## src/qaf_pkg.sv

```systemverilog
// Notes on behaviour
// Six access machines: two buses times three priority levels.
// Level 2 is the highest priority, level 0 the lowest.
// Machines on one bus share their local request indications.
// Each machine owns one pending-request and one countdown counter.
// One segment per machine; later ones wait in order-keeping local queue.
// Incoming segment goes to the machine chosen by bus and priority select.
// Bus counters read busy and kind bits here, request field opposite.
// Access need is signalled by the request sender on the opposite bus.
// Balancing activity on a bus alters that bus's counters.
// Idle: opposite requests at or above this level raise pending.
// Idle: higher sibling local request raises pending, saturating.
// Idle: empty queued-arbitrated slot lowers pending, not below zero.
// Idle machine given a segment to queue enters countdown.
// Countdown: empty slot with zero countdown is claimed; back to idle.
// Countdown: higher opposite or sibling requests raise countdown.
// Countdown: equal-level opposite requests raise pending only.
// Countdown: empty slot with countdown above zero lowers countdown.
// Balance reset raises countdown in countdown state, pending in idle.
// Empty queued-arbitrated means busy and kind bits both zero on arrival.
// Leaving idle: tell siblings, pending to countdown, clear, request.
// Claim: set busy, pulse balance count, start writing the segment.
// Several zero countdowns on one slot: only highest priority writes.
// Counter maximum is a parameter; every increment saturates there.
// All counter updates of one slot apply together, once per slot.
package qaf_pkg;

    // ****************************************
    // Slot header and machine states
    // ****************************************
    typedef struct packed {
        logic busy;
        logic slot_kind_bit;
        logic [2:0] request;
    } qaf_slot_control_header_type;

    typedef enum logic {
        idle_state,
        countdown_state
    } qaf_state_type;

    localparam int NUM_BUS = 2;
    localparam int NUM_PRI = 3;
    localparam int NUM_FSM = 6;

    // ****************************************
    // Register map
    // ****************************************
    localparam logic [7:0] CTRL_OFFSET = 8'h00;
    localparam logic [7:0] STATUS_OFFSET = 8'h04;
    localparam logic [7:0] COUNT_BASE_OFFSET = 8'h10;
    localparam logic [7:0] COUNT_LAST_OFFSET = 8'h24;
    localparam int CTRL_ENABLE_BIT = 0;
    localparam int STATUS_QUEUED_POS = 8;
    localparam int COUNT_CD_POS = 16;
    localparam logic CTRL_ENABLE_RESET = 1'b1;

    localparam logic [1:0] RESP_OKAY = 2'h0;
    localparam logic [1:0] RESP_SLVERR = 2'h2;

endpackage

```

## src/qaf_top.sv

```systemverilog
// The implementer's own choices: the register addresses and register access over AXI4-Lite.
`timescale 1ns/1ps
module qaf_top #(
    parameter int CNT_W = 8,
    parameter int CNT_MAX = 255,
    parameter int SEG_W = 32,
    parameter int QDEPTH = 4
) (
    input wire logic clock_i,
    input wire logic rst_i,
    input wire logic ce_i,
    // Slot boundary, one pulse per slot time
    input wire logic slot_strobe_i,
    input wire qaf_pkg::qaf_slot_control_header_type hdr_a_i,
    input wire qaf_pkg::qaf_slot_control_header_type hdr_b_i,
    input wire logic [1:0] balance_reset_pulse_i,
    // Segment intake
    input wire logic seg_valid_i,
    input wire logic seg_bus_sel_i,
    input wire logic [1:0] seg_pri_sel_i,
    input wire logic [SEG_W-1:0] seg_data_i,
    output logic [5:0] seg_ready_o,
    // Per-bus claim outputs and per-machine request pulses
    output logic [1:0] set_busy_o,
    output logic [1:0] balance_count_pulse_o,
    output logic [1:0] seg_out_valid_o,
    output logic [SEG_W-1:0] seg_out_a_o,
    output logic [SEG_W-1:0] seg_out_b_o,
    output logic [5:0] request_sender_o,
    // AXI4-Lite slave
    input wire logic [7:0] s_awaddr_i,
    input wire logic s_awvalid_i,
    output logic s_awready_o,
    input wire logic [31:0] s_wdata_i,
    input wire logic [3:0] s_wstrb_i,
    input wire logic s_wvalid_i,
    output logic s_wready_o,
    output logic [1:0] s_bresp_o,
    output logic s_bvalid_o,
    input wire logic s_bready_i,
    input wire logic [7:0] s_araddr_i,
    input wire logic s_arvalid_i,
    output logic s_arready_o,
    output logic [31:0] s_rdata_o,
    output logic [1:0] s_rresp_o,
    output logic s_rvalid_o,
    input wire logic s_rready_i
);

    // ****************************************
    // Machine storage
    // ****************************************
    qaf_pkg::qaf_state_type state [qaf_pkg::NUM_FSM];
    logic [CNT_W-1:0] pending_request_count [qaf_pkg::NUM_FSM];
    logic [CNT_W-1:0] countdown_count [qaf_pkg::NUM_FSM];
    logic [SEG_W-1:0] held_seg [qaf_pkg::NUM_FSM];
    logic [SEG_W-1:0] fifo_mem [qaf_pkg::NUM_FSM][QDEPTH];
    logic [$clog2(QDEPTH+1)-1:0] fifo_cnt [qaf_pkg::NUM_FSM];
    logic [$clog2(QDEPTH)-1:0] fifo_rd [qaf_pkg::NUM_FSM];
    logic [$clog2(QDEPTH)-1:0] fifo_wr [qaf_pkg::NUM_FSM];
    logic enable;
    qaf_pkg::qaf_state_type next_state [qaf_pkg::NUM_FSM];
    logic [CNT_W-1:0] next_pending [qaf_pkg::NUM_FSM];
    logic [CNT_W-1:0] next_countdown [qaf_pkg::NUM_FSM];
    logic [5:0] may_claim;
    logic [5:0] claim;
    logic [5:0] push;
    logic [5:0] pop;
    logic [1:0] empty_qa;
    logic slot_go;

    // Saturating net update, bounded to 0..CNT_MAX
    function automatic logic [CNT_W-1:0] sat_upd(input logic [CNT_W-1:0] v,
            input int inc, input int dec);
        int t;
        t = int'(v) + inc - dec;
        if (t > CNT_MAX) begin
            t = CNT_MAX;
        end
        if (t < 0) begin
            t = 0;
        end
        return t[CNT_W-1:0];
    endfunction

    assign slot_go = ce_i && slot_strobe_i && enable;
    assign empty_qa[0] = !hdr_a_i.busy && !hdr_a_i.slot_kind_bit;
    assign empty_qa[1] = !hdr_b_i.busy && !hdr_b_i.slot_kind_bit;

    // ****************************************
    // Segment intake and local queues
    // ****************************************
    always_comb begin
        for (int m = 0; m < qaf_pkg::NUM_FSM; m++) begin
            push[m] = ce_i && seg_valid_i && seg_ready_o[m]
                && (int'(seg_bus_sel_i) * qaf_pkg::NUM_PRI
                + int'(seg_pri_sel_i) == m);
            pop[m] = slot_go && state[m] == qaf_pkg::idle_state
                && fifo_cnt[m] != '0;
        end
    end

    always_ff @(posedge clock_i) begin
        if (rst_i) begin
            for (int m = 0; m < qaf_pkg::NUM_FSM; m++) begin
                fifo_cnt[m] <= '0;
                fifo_rd[m] <= '0;
                fifo_wr[m] <= '0;
            end
            seg_ready_o <= '1;
        end else if (ce_i) begin
            for (int m = 0; m < qaf_pkg::NUM_FSM; m++) begin
                // arrival order kept by the ring
                if (push[m]) begin
                    fifo_mem[m][fifo_wr[m]] <= seg_data_i;
                    fifo_wr[m] <= fifo_wr[m] + 1'b1;
                end
                if (pop[m]) begin
                    held_seg[m] <= fifo_mem[m][fifo_rd[m]];
                    fifo_rd[m] <= fifo_rd[m] + 1'b1;
                end
                fifo_cnt[m] <= fifo_cnt[m] + push[m] - pop[m];
                // Ready from flop: only a push can fill it this cycle
                seg_ready_o[m] <= !(int'(fifo_cnt[m]) + int'(push[m])
                    - int'(pop[m]) >= QDEPTH);
            end
        end
    end

    // ****************************************
    // Access machine next-state logic
    // ****************************************
    always_comb begin
        int b;
        int p;
        int req_ge;
        int req_gt;
        int req_eq;
        int sib_gt;
        logic [2:0] opp;
        b = 0;
        p = 0;
        req_ge = 0;
        req_gt = 0;
        req_eq = 0;
        sib_gt = 0;
        opp = '0;
        for (int m = 0; m < qaf_pkg::NUM_FSM; m++) begin
            b = m / qaf_pkg::NUM_PRI;
            p = m % qaf_pkg::NUM_PRI;
            opp = (b == 0) ? hdr_b_i.request : hdr_a_i.request;
            req_ge = 0;
            req_gt = 0;
            req_eq = 0;
            sib_gt = 0;
            for (int j = 0; j < qaf_pkg::NUM_PRI; j++) begin
                // higher index is higher priority
                if (j >= p && opp[j]) begin
                    req_ge++;
                end
                if (j > p && opp[j]) begin
                    req_gt++;
                end
                if (j == p && opp[j]) begin
                    req_eq++;
                end
                if (j > p && pop[b*qaf_pkg::NUM_PRI+j]) begin
                    sib_gt++;
                end
            end
            may_claim[m] = state[m] == qaf_pkg::countdown_state
                && empty_qa[b] && countdown_count[m] == '0;
            next_state[m] = state[m];
            next_pending[m] = pending_request_count[m];
            next_countdown[m] = countdown_count[m];
            if (slot_go) begin
                case (state[m])
                    qaf_pkg::idle_state: begin

                        next_pending[m] = sat_upd(pending_request_count[m],
                            req_ge + sib_gt + int'(balance_reset_pulse_i[b]),
                            int'(empty_qa[b]));
                        if (fifo_cnt[m] != '0) begin
                            next_countdown[m] = next_pending[m];
                            next_pending[m] = '0;
                            next_state[m] = qaf_pkg::countdown_state;
                        end
                    end
                    qaf_pkg::countdown_state: begin

                        next_countdown[m] = sat_upd(countdown_count[m],
                            req_gt + sib_gt + int'(balance_reset_pulse_i[b]),
                            int'(empty_qa[b] && countdown_count[m] != '0));
                        next_pending[m] = sat_upd(pending_request_count[m],
                            req_eq, 0);
                    end
                    default: begin
                        next_state[m] = qaf_pkg::idle_state;
                    end
                endcase
            end
        end
        // lower machines on the same bus yield to a higher claimant
        for (int bb = 0; bb < qaf_pkg::NUM_BUS; bb++) begin
            for (int pp = 0; pp < qaf_pkg::NUM_PRI; pp++) begin
                claim[bb*qaf_pkg::NUM_PRI+pp] = slot_go
                    && may_claim[bb*qaf_pkg::NUM_PRI+pp];
                for (int q = pp + 1; q < qaf_pkg::NUM_PRI; q++) begin
                    if (may_claim[bb*qaf_pkg::NUM_PRI+q]) begin
                        claim[bb*qaf_pkg::NUM_PRI+pp] = 1'b0;
                    end
                end
            end
        end
        for (int m = 0; m < qaf_pkg::NUM_FSM; m++) begin
            if (claim[m]) begin
                next_state[m] = qaf_pkg::idle_state;
            end
        end
    end

    always_ff @(posedge clock_i) begin
        if (rst_i) begin
            for (int m = 0; m < qaf_pkg::NUM_FSM; m++) begin
                state[m] <= qaf_pkg::idle_state;
                pending_request_count[m] <= '0;
                countdown_count[m] <= '0;
            end
        end else if (ce_i) begin
            for (int m = 0; m < qaf_pkg::NUM_FSM; m++) begin
                state[m] <= next_state[m];
                pending_request_count[m] <= next_pending[m];
                countdown_count[m] <= next_countdown[m];
            end
        end
    end

    // ****************************************
    // Claim and request outputs
    // ****************************************
    always_ff @(posedge clock_i) begin
        if (rst_i) begin
            set_busy_o <= '0;
            balance_count_pulse_o <= '0;
            seg_out_valid_o <= '0;
            seg_out_a_o <= '0;
            seg_out_b_o <= '0;
            request_sender_o <= '0;
        end else if (ce_i) begin
            request_sender_o <= pop;
            set_busy_o <= '0;
            balance_count_pulse_o <= '0;
            seg_out_valid_o <= '0;
            for (int m = 0; m < qaf_pkg::NUM_FSM; m++) begin
                if (claim[m]) begin
                    // busy bit, balance count and segment together
                    set_busy_o[m/qaf_pkg::NUM_PRI] <= 1'b1;
                    balance_count_pulse_o[m/qaf_pkg::NUM_PRI] <= 1'b1;
                    seg_out_valid_o[m/qaf_pkg::NUM_PRI] <= 1'b1;
                    if (m < qaf_pkg::NUM_PRI) begin
                        seg_out_a_o <= held_seg[m];
                    end else begin
                        seg_out_b_o <= held_seg[m];
                    end
                end
            end
        end
    end

    // ****************************************
    // AXI4-Lite write path
    // ****************************************
    logic [7:0] aw_addr;
    logic aw_held;
    logic [31:0] w_data;
    logic [3:0] w_strb;
    logic w_held;

    always_ff @(posedge clock_i) begin
        if (rst_i) begin
            s_awready_o <= 1'b1;
            s_wready_o <= 1'b1;
            s_bvalid_o <= 1'b0;
            s_bresp_o <= qaf_pkg::RESP_OKAY;
            aw_held <= 1'b0;
            w_held <= 1'b0;
            enable <= qaf_pkg::CTRL_ENABLE_RESET;
        end else if (ce_i) begin
            if (s_awvalid_i && s_awready_o) begin
                aw_addr <= s_awaddr_i;
                aw_held <= 1'b1;
                s_awready_o <= 1'b0;
            end
            if (s_wvalid_i && s_wready_o) begin
                w_data <= s_wdata_i;
                w_strb <= s_wstrb_i;
                w_held <= 1'b1;
                s_wready_o <= 1'b0;
            end
            if (aw_held && w_held && !s_bvalid_o) begin
                aw_held <= 1'b0;
                w_held <= 1'b0;
                s_bvalid_o <= 1'b1;
                s_bresp_o <= qaf_pkg::RESP_OKAY;
                if (aw_addr[7:2] == qaf_pkg::CTRL_OFFSET[7:2]) begin
                    if (w_strb[0]) begin
                        enable <= w_data[qaf_pkg::CTRL_ENABLE_BIT];
                    end
                end else if (!(aw_addr[7:2] == qaf_pkg::STATUS_OFFSET[7:2]
                        || (aw_addr >= qaf_pkg::COUNT_BASE_OFFSET
                        && aw_addr <= qaf_pkg::COUNT_LAST_OFFSET))) begin
                    s_bresp_o <= qaf_pkg::RESP_SLVERR;
                end
            end
            if (s_bvalid_o && s_bready_i) begin
                s_bvalid_o <= 1'b0;
                s_awready_o <= 1'b1;
                s_wready_o <= 1'b1;
            end
        end
    end

    // ****************************************
    // AXI4-Lite read path
    // ****************************************
    always_ff @(posedge clock_i) begin
        if (rst_i) begin
            s_arready_o <= 1'b1;
            s_rvalid_o <= 1'b0;
            s_rdata_o <= '0;
            s_rresp_o <= qaf_pkg::RESP_OKAY;
        end else if (ce_i) begin
            if (s_arvalid_i && s_arready_o) begin
                s_arready_o <= 1'b0;
                s_rvalid_o <= 1'b1;
                s_rdata_o <= '0;
                s_rresp_o <= qaf_pkg::RESP_OKAY;
                if (s_araddr_i[7:2] == qaf_pkg::CTRL_OFFSET[7:2]) begin
                    s_rdata_o[qaf_pkg::CTRL_ENABLE_BIT] <= enable;
                end else if (s_araddr_i[7:2]
                        == qaf_pkg::STATUS_OFFSET[7:2]) begin
                    for (int m = 0; m < qaf_pkg::NUM_FSM; m++) begin
                        s_rdata_o[m] <= state[m]
                            == qaf_pkg::countdown_state;
                        s_rdata_o[qaf_pkg::STATUS_QUEUED_POS+m]
                            <= fifo_cnt[m] != '0;
                    end
                end else if (s_araddr_i >= qaf_pkg::COUNT_BASE_OFFSET
                        && s_araddr_i <= qaf_pkg::COUNT_LAST_OFFSET) begin
                    for (int m = 0; m < qaf_pkg::NUM_FSM; m++) begin
                        if (s_araddr_i[7:2] == 6'(m + int'(
                                qaf_pkg::COUNT_BASE_OFFSET[7:2]))) begin
                            s_rdata_o[CNT_W-1:0]
                                <= pending_request_count[m];
                            s_rdata_o[qaf_pkg::COUNT_CD_POS+:CNT_W]
                                <= countdown_count[m];
                        end
                    end
                end else begin
                    s_rresp_o <= qaf_pkg::RESP_SLVERR;
                end
            end
            if (s_rvalid_o && s_rready_i) begin
                s_rvalid_o <= 1'b0;
                s_arready_o <= 1'b1;
            end
        end
    end

endmodule

```

## config.mk

```make
export PLATFORM = sky130hd
export DESIGN_NAME = qaf_top
export DESIGN_NICKNAME = d
export VERILOG_FILES = /design/src/qaf_pkg.sv /design/src/qaf_top.sv
export SDC_FILE = /design/constraint.sdc
export NUM_CORES = 2
export LEC_CHECK = 0
export BUFFER_PORTS_ARGS = -buffer_cell sky130_fd_sc_hd__buf_4
export CORE_ASPECT_RATIO = 1.25
export CORE_MARGIN = 8
export CORE_UTILIZATION = 25
export DETAILED_ROUTE_END_ITERATION = 6
export PLACE_DENSITY = 0.48
export REMOVE_ABC_BUFFERS = 1
export SYNTH_ARGS = -nofsm -noshare
export SYNTH_HDL_FRONTEND = slang
export SYNTH_SLANG_ARGS = --single-unit
```

## constraint.sdc

```tcl
create_clock -name clock_i -period 7.17 [get_ports clock_i]
set_input_delay 0.717 -clock clock_i [delete_from_list [all_inputs] [get_ports clock_i]]
set_output_delay 0.717 -clock clock_i [all_outputs]
set_load 0.01 [all_outputs]
```

-- After elaboration in Yosys (flattened, before gate mapping)
Memories as Yosys holds them, arrays and structs flattened.
Index checks and enable logic that the tools add are counted.
- word-level logic and storage cells: 728
- output and inout port bits: 123
- memory bits (writable): 1104
- input port bits: 109
- bits in registers: 122
- memories kept: 8
- order comparisons: 64
- add/subtract/negate cells: 93
- reductions and logical operators: 127
- bitwise operators: 55
- $mul: 1
- eq/ne operators: 13
- muxes and demuxes: 348
- memory list (name ; depth ; bits a word ; read ports ; clocked after memory_dff ; write ports ; RTL line ; source):
    fifo_mem ; 6 ; 128 ; 6 ; 0 ; 1 ; qaf_top.sv:57 ; logic [SEG_W-1:0] fifo_mem [qaf_pkg::NUM_FSM][QDEPTH];
    held_seg ; 6 ; 32 ; 6 ; 0 ; 6 ; qaf_top.sv:56 ; logic [SEG_W-1:0] held_seg [qaf_pkg::NUM_FSM];
    countdown_count ; 6 ; 8 ; 6 ; 0 ; 6 ; qaf_top.sv:55 ; logic [CNT_W-1:0] countdown_count [qaf_pkg::NUM_FSM];
    pending_request_count ; 6 ; 8 ; 6 ; 0 ; 6 ; qaf_top.sv:54 ; logic [CNT_W-1:0] pending_request_count [qaf_pkg::NUM_FSM];
    fifo_cnt ; 6 ; 3 ; 6 ; 0 ; 6 ; qaf_top.sv:58 ; logic [$clog2(QDEPTH+1)-1:0] fifo_cnt [qaf_pkg::NUM_FSM];
    fifo_rd ; 6 ; 2 ; 6 ; 0 ; 6 ; qaf_top.sv:59 ; logic [$clog2(QDEPTH)-1:0] fifo_rd [qaf_pkg::NUM_FSM];
    2 more memories ; -- ; -- ; -- ; -- ; -- ; -- ;
- operators by type and width (kind ; count):
    $mux W32 ; 86
    $mux W128 ; 16
    $reduce_or A128 Y1 ; 5
    $lt A32 B1 Y1 const B ; 18
    $mux W8 ; 70
    $add A9 B32 Y32 ; 16
    $gt A32 B9 Y1 const B ; 16
    $bmux W32 S2 ; 6
    $demux W32 S2 ; 6
    $add A32 B2 Y32 ; 10
    $sub A32 B2 Y32 ; 10
    $add A32 B2 Y32 const B ; 8
    $add A32 B32 Y32 ; 8
    $pmux W8 S2 ; 12
    $mux W1 ; 120
    $logic_and A1 B1 Y1 ; 68
    $eq A32 B3 Y1 const B ; 2
    $logic_not A8 Y1 ; 6
    $reduce_bool A8 Y1 ; 6
    $ge A3 B3 Y1 const B ; 12
    $mux W2 ; 18
    $not A2 Y3 ; 12
    $or A1 B1 Y1 ; 36
    $mux W3 ; 11
    other kinds (32) ; 123

-- Longest topological paths before layout
- word-level depth: 21
- mapped depth: 21
- mapped depth without buffers: 21

-- Worst setup path before layout
No wires, ideal clock.
- path kind: in2reg
- start point: input port slot_strobe_i
- end point: memory countdown_count[0][5], data pin
- required time: 7.018 ns
- path buffers: 1
- data arrival time: 4.827 ns
- stages on the path: 20
- slack: 2.190 ns
- cell sequence: nand3_1 clkbuf_1 nor3_1 nand2_1 ha_1 inv_1 fa_1 ha_1 a21oi_1 o211ai_1 o21a_1 o21a_1 o21ai_0 nand2b_1 a21oi_1 ha_1 and3b_1 mux2i_1 o21ba_2 o22ai_1
- RTL lines (element ; RTL line ; source):
    from (decl) ; qaf_top.sv:13 ; input wire logic slot_strobe_i,
    to (decl) ; qaf_top.sv:55 ;

==> results.md <==
- Number of I/O pins: 232
- Clock sinks: 1224
- Critical Path Source: enable$_SDFFE_PP1P_
- Worst-case clock buffer depth: 3
- Antenna violation net count after detailed routing: 0
- Grt total ovfl: 0
- Area of the multi-input gates: 0.0181 mm2
- WL final: 151 mm
- Fin nets: 4351
- Initial antenna violation count: 5
- Final worst-path cycle share: 78.0%
- Slew Viols, Final: 0
- PwrDens: 268 mW/mm2
- Total number of vias: 30800
- Synth Register Bits: 1224
- Worst EP arrival: 6230 ps
- Cells after synthesis: 3646
- Worst-Skew Late Latency: 800 ps
- Worst-Margin Slew: 1170 ps
- First-pass GRT wire length: 220 mm
- Yosys warning total: 0
- Share of cells above drive strength 1: 17.5%
- FMAX: 179 MHz
- Hpwl dp: 96.1 mm
- Post-Syn Area: 0.0552 mm2
- RR Endpoint: countdown_count[0][5]$_SDFFCE_PN0P_
- Hold depth: 1
- GR Util All Layers: 12.5%
- Die area: 0.236 mm2
- CTS clk-pin slew, worst paths: 70 ps
- Critical Path Sink: countdown_count[0][5]$_SDFFCE_PN0P_
- 1st-pass router iterations: 5
- Setup violations, final: 0
- Max-slew headroom: 21.9%
- Part of the power in registers: 46.5%
- Internal: 13.0 mW
- Drt drc: 0
- Number of flops mapped to enable cells by yosys: 1114
- FF+latch area: 0.0357 mm2
- Post-CTS Resized: 0
- Worst vdd ir: 0.261 mV
- Min-Delay Path Class: in2reg
- Synth cell types: 80
- Seq/Total Area, Yosys: 64.6%
- Fill cells: 22100
- Worst Setup Start Kind: register
- Max Cap Viol: 0
- Switch Pwr: 4.37 mW
- GP Congestion: 0.814
- Worst Reg-to-Reg Cells: 21
- Status: complete, no violations
- Core area: 0.220 mm2
- Tmin final: 5590 ps
- Pre-CTS setup slack: 1210 ps
- Worst r2r src: enable$_SDFFE_PP1P_
- Sw Share: 25.1%
- Port-buffer cells: 185
- Layout area overhead: 17.4%
- Leak: 22.6 nW
- CTS tree: done
- Initial core utilization: 25.0%
- Combinational Power Share: 11.7%
- Largest net degree at the start of global routing: 69
- Clock power frac: 41.8%
- Drt via density: 4.43
- Drt wl/cell: 21.7 um
- Final Hold Vio Count: 0
- Post-CTS Hold Buffers: 0
- Worst clock skew: 41.4 ps
- RSZ-0062 raised after global routing: no
- Die W: 436 um
- 1st-iter DRT viols: 2197
- Asr flop ratio synth: 0%
- Required time of the critical path: 7810 ps
- Total Neg Setup Slack: 0 ps
- H-tree Lvls: 4
- Main synth FF type: edfxtp_1
- Chip height: 541 um
- Clk root buf: clkbuf_16
- CP max FO: 12
- Post-CTS Setup Inserts: 0
- # rows: 193
- Final worst-path setup slack: 1580 ps
- Syn Area/Cell: 15.1 um2
- Crit end category: register
- CTS Buf Count: 138
- R2r setup slk: 1580 ps
- WS Path Type: reg2reg
- Vias in the first global route: 32300
==> cell type report <==
cell class                 count  area share (%)
clock inverter                64            1.27
clock buffer                 193            5.91
tap                         2925            5.65
multi-input combinational   2020            27.8
antenna                        3          0.0116
sequential                  1224            55.0
timing repair buffer         238            2.76
inverter                     270            1.56
==> cell usage in the layout (no fill, tap or decap), types with 101 or more instances in the layout <==
cell | synthesis | layout
a21oi_1 | 118 | 118
o21ai_0 | 101 | 101
mux4_2 | 198 | 198
ha_1 | 319 | 319
edfxtp_1 | 1114 | 1114
nand2_1 | 131 | 131
buf_4 | 19 | 238
nor2_1 | 311 | 306
inv_1 | 270 | 267
dfxtp_1 | 110 | 110
clkbuf_16 | 0 | 141
==> cell families (layout without fill, tap and decap cells) <==
kind of cell / count (synthesis) / count (layout) / share of synthesized area (%)
compound gates: 546 / 546 / 6.54
simple gates: 718 / 718 / 6.14
flops: 1224 / 1224 / 64.6
fa+ha+maj: 350 / 350 / 8.35
buf+inv: 413 / 765 / 2.99
mux: 288 / 288 / 9.71
other cells: 1 / 15 / 0.00679
xor+xnor: 106 / 106 / 1.68
==> metrics by stage <==
stage / utilization (%) / hold slack [ps] / cells / power (mW) / cell area [um2]
floorplan: - / 437 / 3514 / 9.62 / 54600
global placement: 27.3 / 436 / 6677 / 10.3 / 60200
detailed placement: 27.3 / 436 / 6677 / 10.3 / 60200
CTS: 29.4 / 44.6 / 6934 / 17.6 / 64800
global route: 29.4 / 61.8 / 6936 / 18.1 / 64800
finish: 29.4 / 123 / 6937 / 17.4 / 64800
==> registers in the layout, summed over array words and instances (netlist names), 18 cells and up <==
name	flops
countdown_count	48
fifo_cnt	18
fifo_mem	768
held_seg	192
pending_request_count	48
s_rdata_o	22
seg_out_a_o	32
seg_out_b_o	32
==> worst min-delay path by stage <==
stage | startpoint | to | slack (ps)
finish | s_awaddr_i[4] | aw_addr[4]$_DFFE_PP_ | 120
global placement | request_sender_o[1]$_SDFFE_PP0P_ | request_sender_o[1]$_SDFFE_PP0P_ | 440
global route | s_awaddr_i[3] | aw_addr[3]$_DFFE_PP_ | 60
detailed placement | request_sender_o[1]$_SDFFE_PP0P_ | request_sender_o[1]$_SDFFE_PP0P_ | 440
CTS | s_awaddr_i[4] | aw_addr[4]$_DFFE_PP_ | 40
floorplan | w_data[0]$_DFFE_PP_ | enable$_SDFFE_PP1P_ | 440
==> synth_stat cells (all sizes together), types with 13 or more instances <==
cell type | instances | share of area [%]
nor3 | 42 | 0.39
fa | 31 | 1.1
or2 | 19 | 0.22
xnor2 | 83 | 1.3
mux4 | 198 | 8.1
nand2 | 131 | 0.89
and3 | 19 | 0.22
dfxtp | 110 | 4.0
ha | 319 | 7.2
edfxtp | 1114 | 61
a31oi | 13 | 0.15
nand2b | 29 | 0.33
and2 | 44 | 0.50
a21o | 23 | 0.31
mux2i | 89 | 1.6
nor2 | 312 | 2.1
xor2 | 23 | 0.36
o21a | 23 | 0.31
a22oi | 15 | 0.20
a22o | 64 | 1.0
buf | 54 | 0.55
nor2b | 29 | 0.33
or3 | 14 | 0.16
o22ai | 90 | 1.0
o21ai | 104 | 0.94
a21oi | 118 | 1.1
a211oi | 14 | 0.20
clkbuf | 89 | 0.61
nand3 | 32 | 0.29
inv | 270 | 1.8
==> critical path, stage by stage (launching register included) <==
cell and delay, ps:
dfxtp_1 480, nand3_1 120, buf_4 230, or3_1 560, inv_1 270, nand2_1 90
ha_1 320, inv_1 80, fa_1 440, ha_1 310, a21oi_1 220, o211ai_1 160
o21a_1 210, o21a_1 190, o21ai_0 200, nand2b_1 90, a21oi_1 160, ha_1 250
and3b_1 160, mux2i_1 570, o21ba_2 250, o22ai_1 90
==> layer usage <==
metal  global-route usage (%)  routed length, um
met2                     22.2              76700
met4                     3.45               3720
met5                        0                  0
met3                     2.49               6810
met1                     15.3              63400
==> power by group through the flow <==
stage,Combinational [mW],Clock [mW],Sequential (mW)
4_1_cts,2.07,7.48,8.09
2_1_floorplan,1.40,0,8.22
3_5_place_dp,2.05,0,8.24
6_report,2.03,7.26,8.09
3_3_place_gp,2.03,0,8.24
5_1_grt,2.30,7.73,8.11
Note: power is estimated with default switching activity, not from simulation.
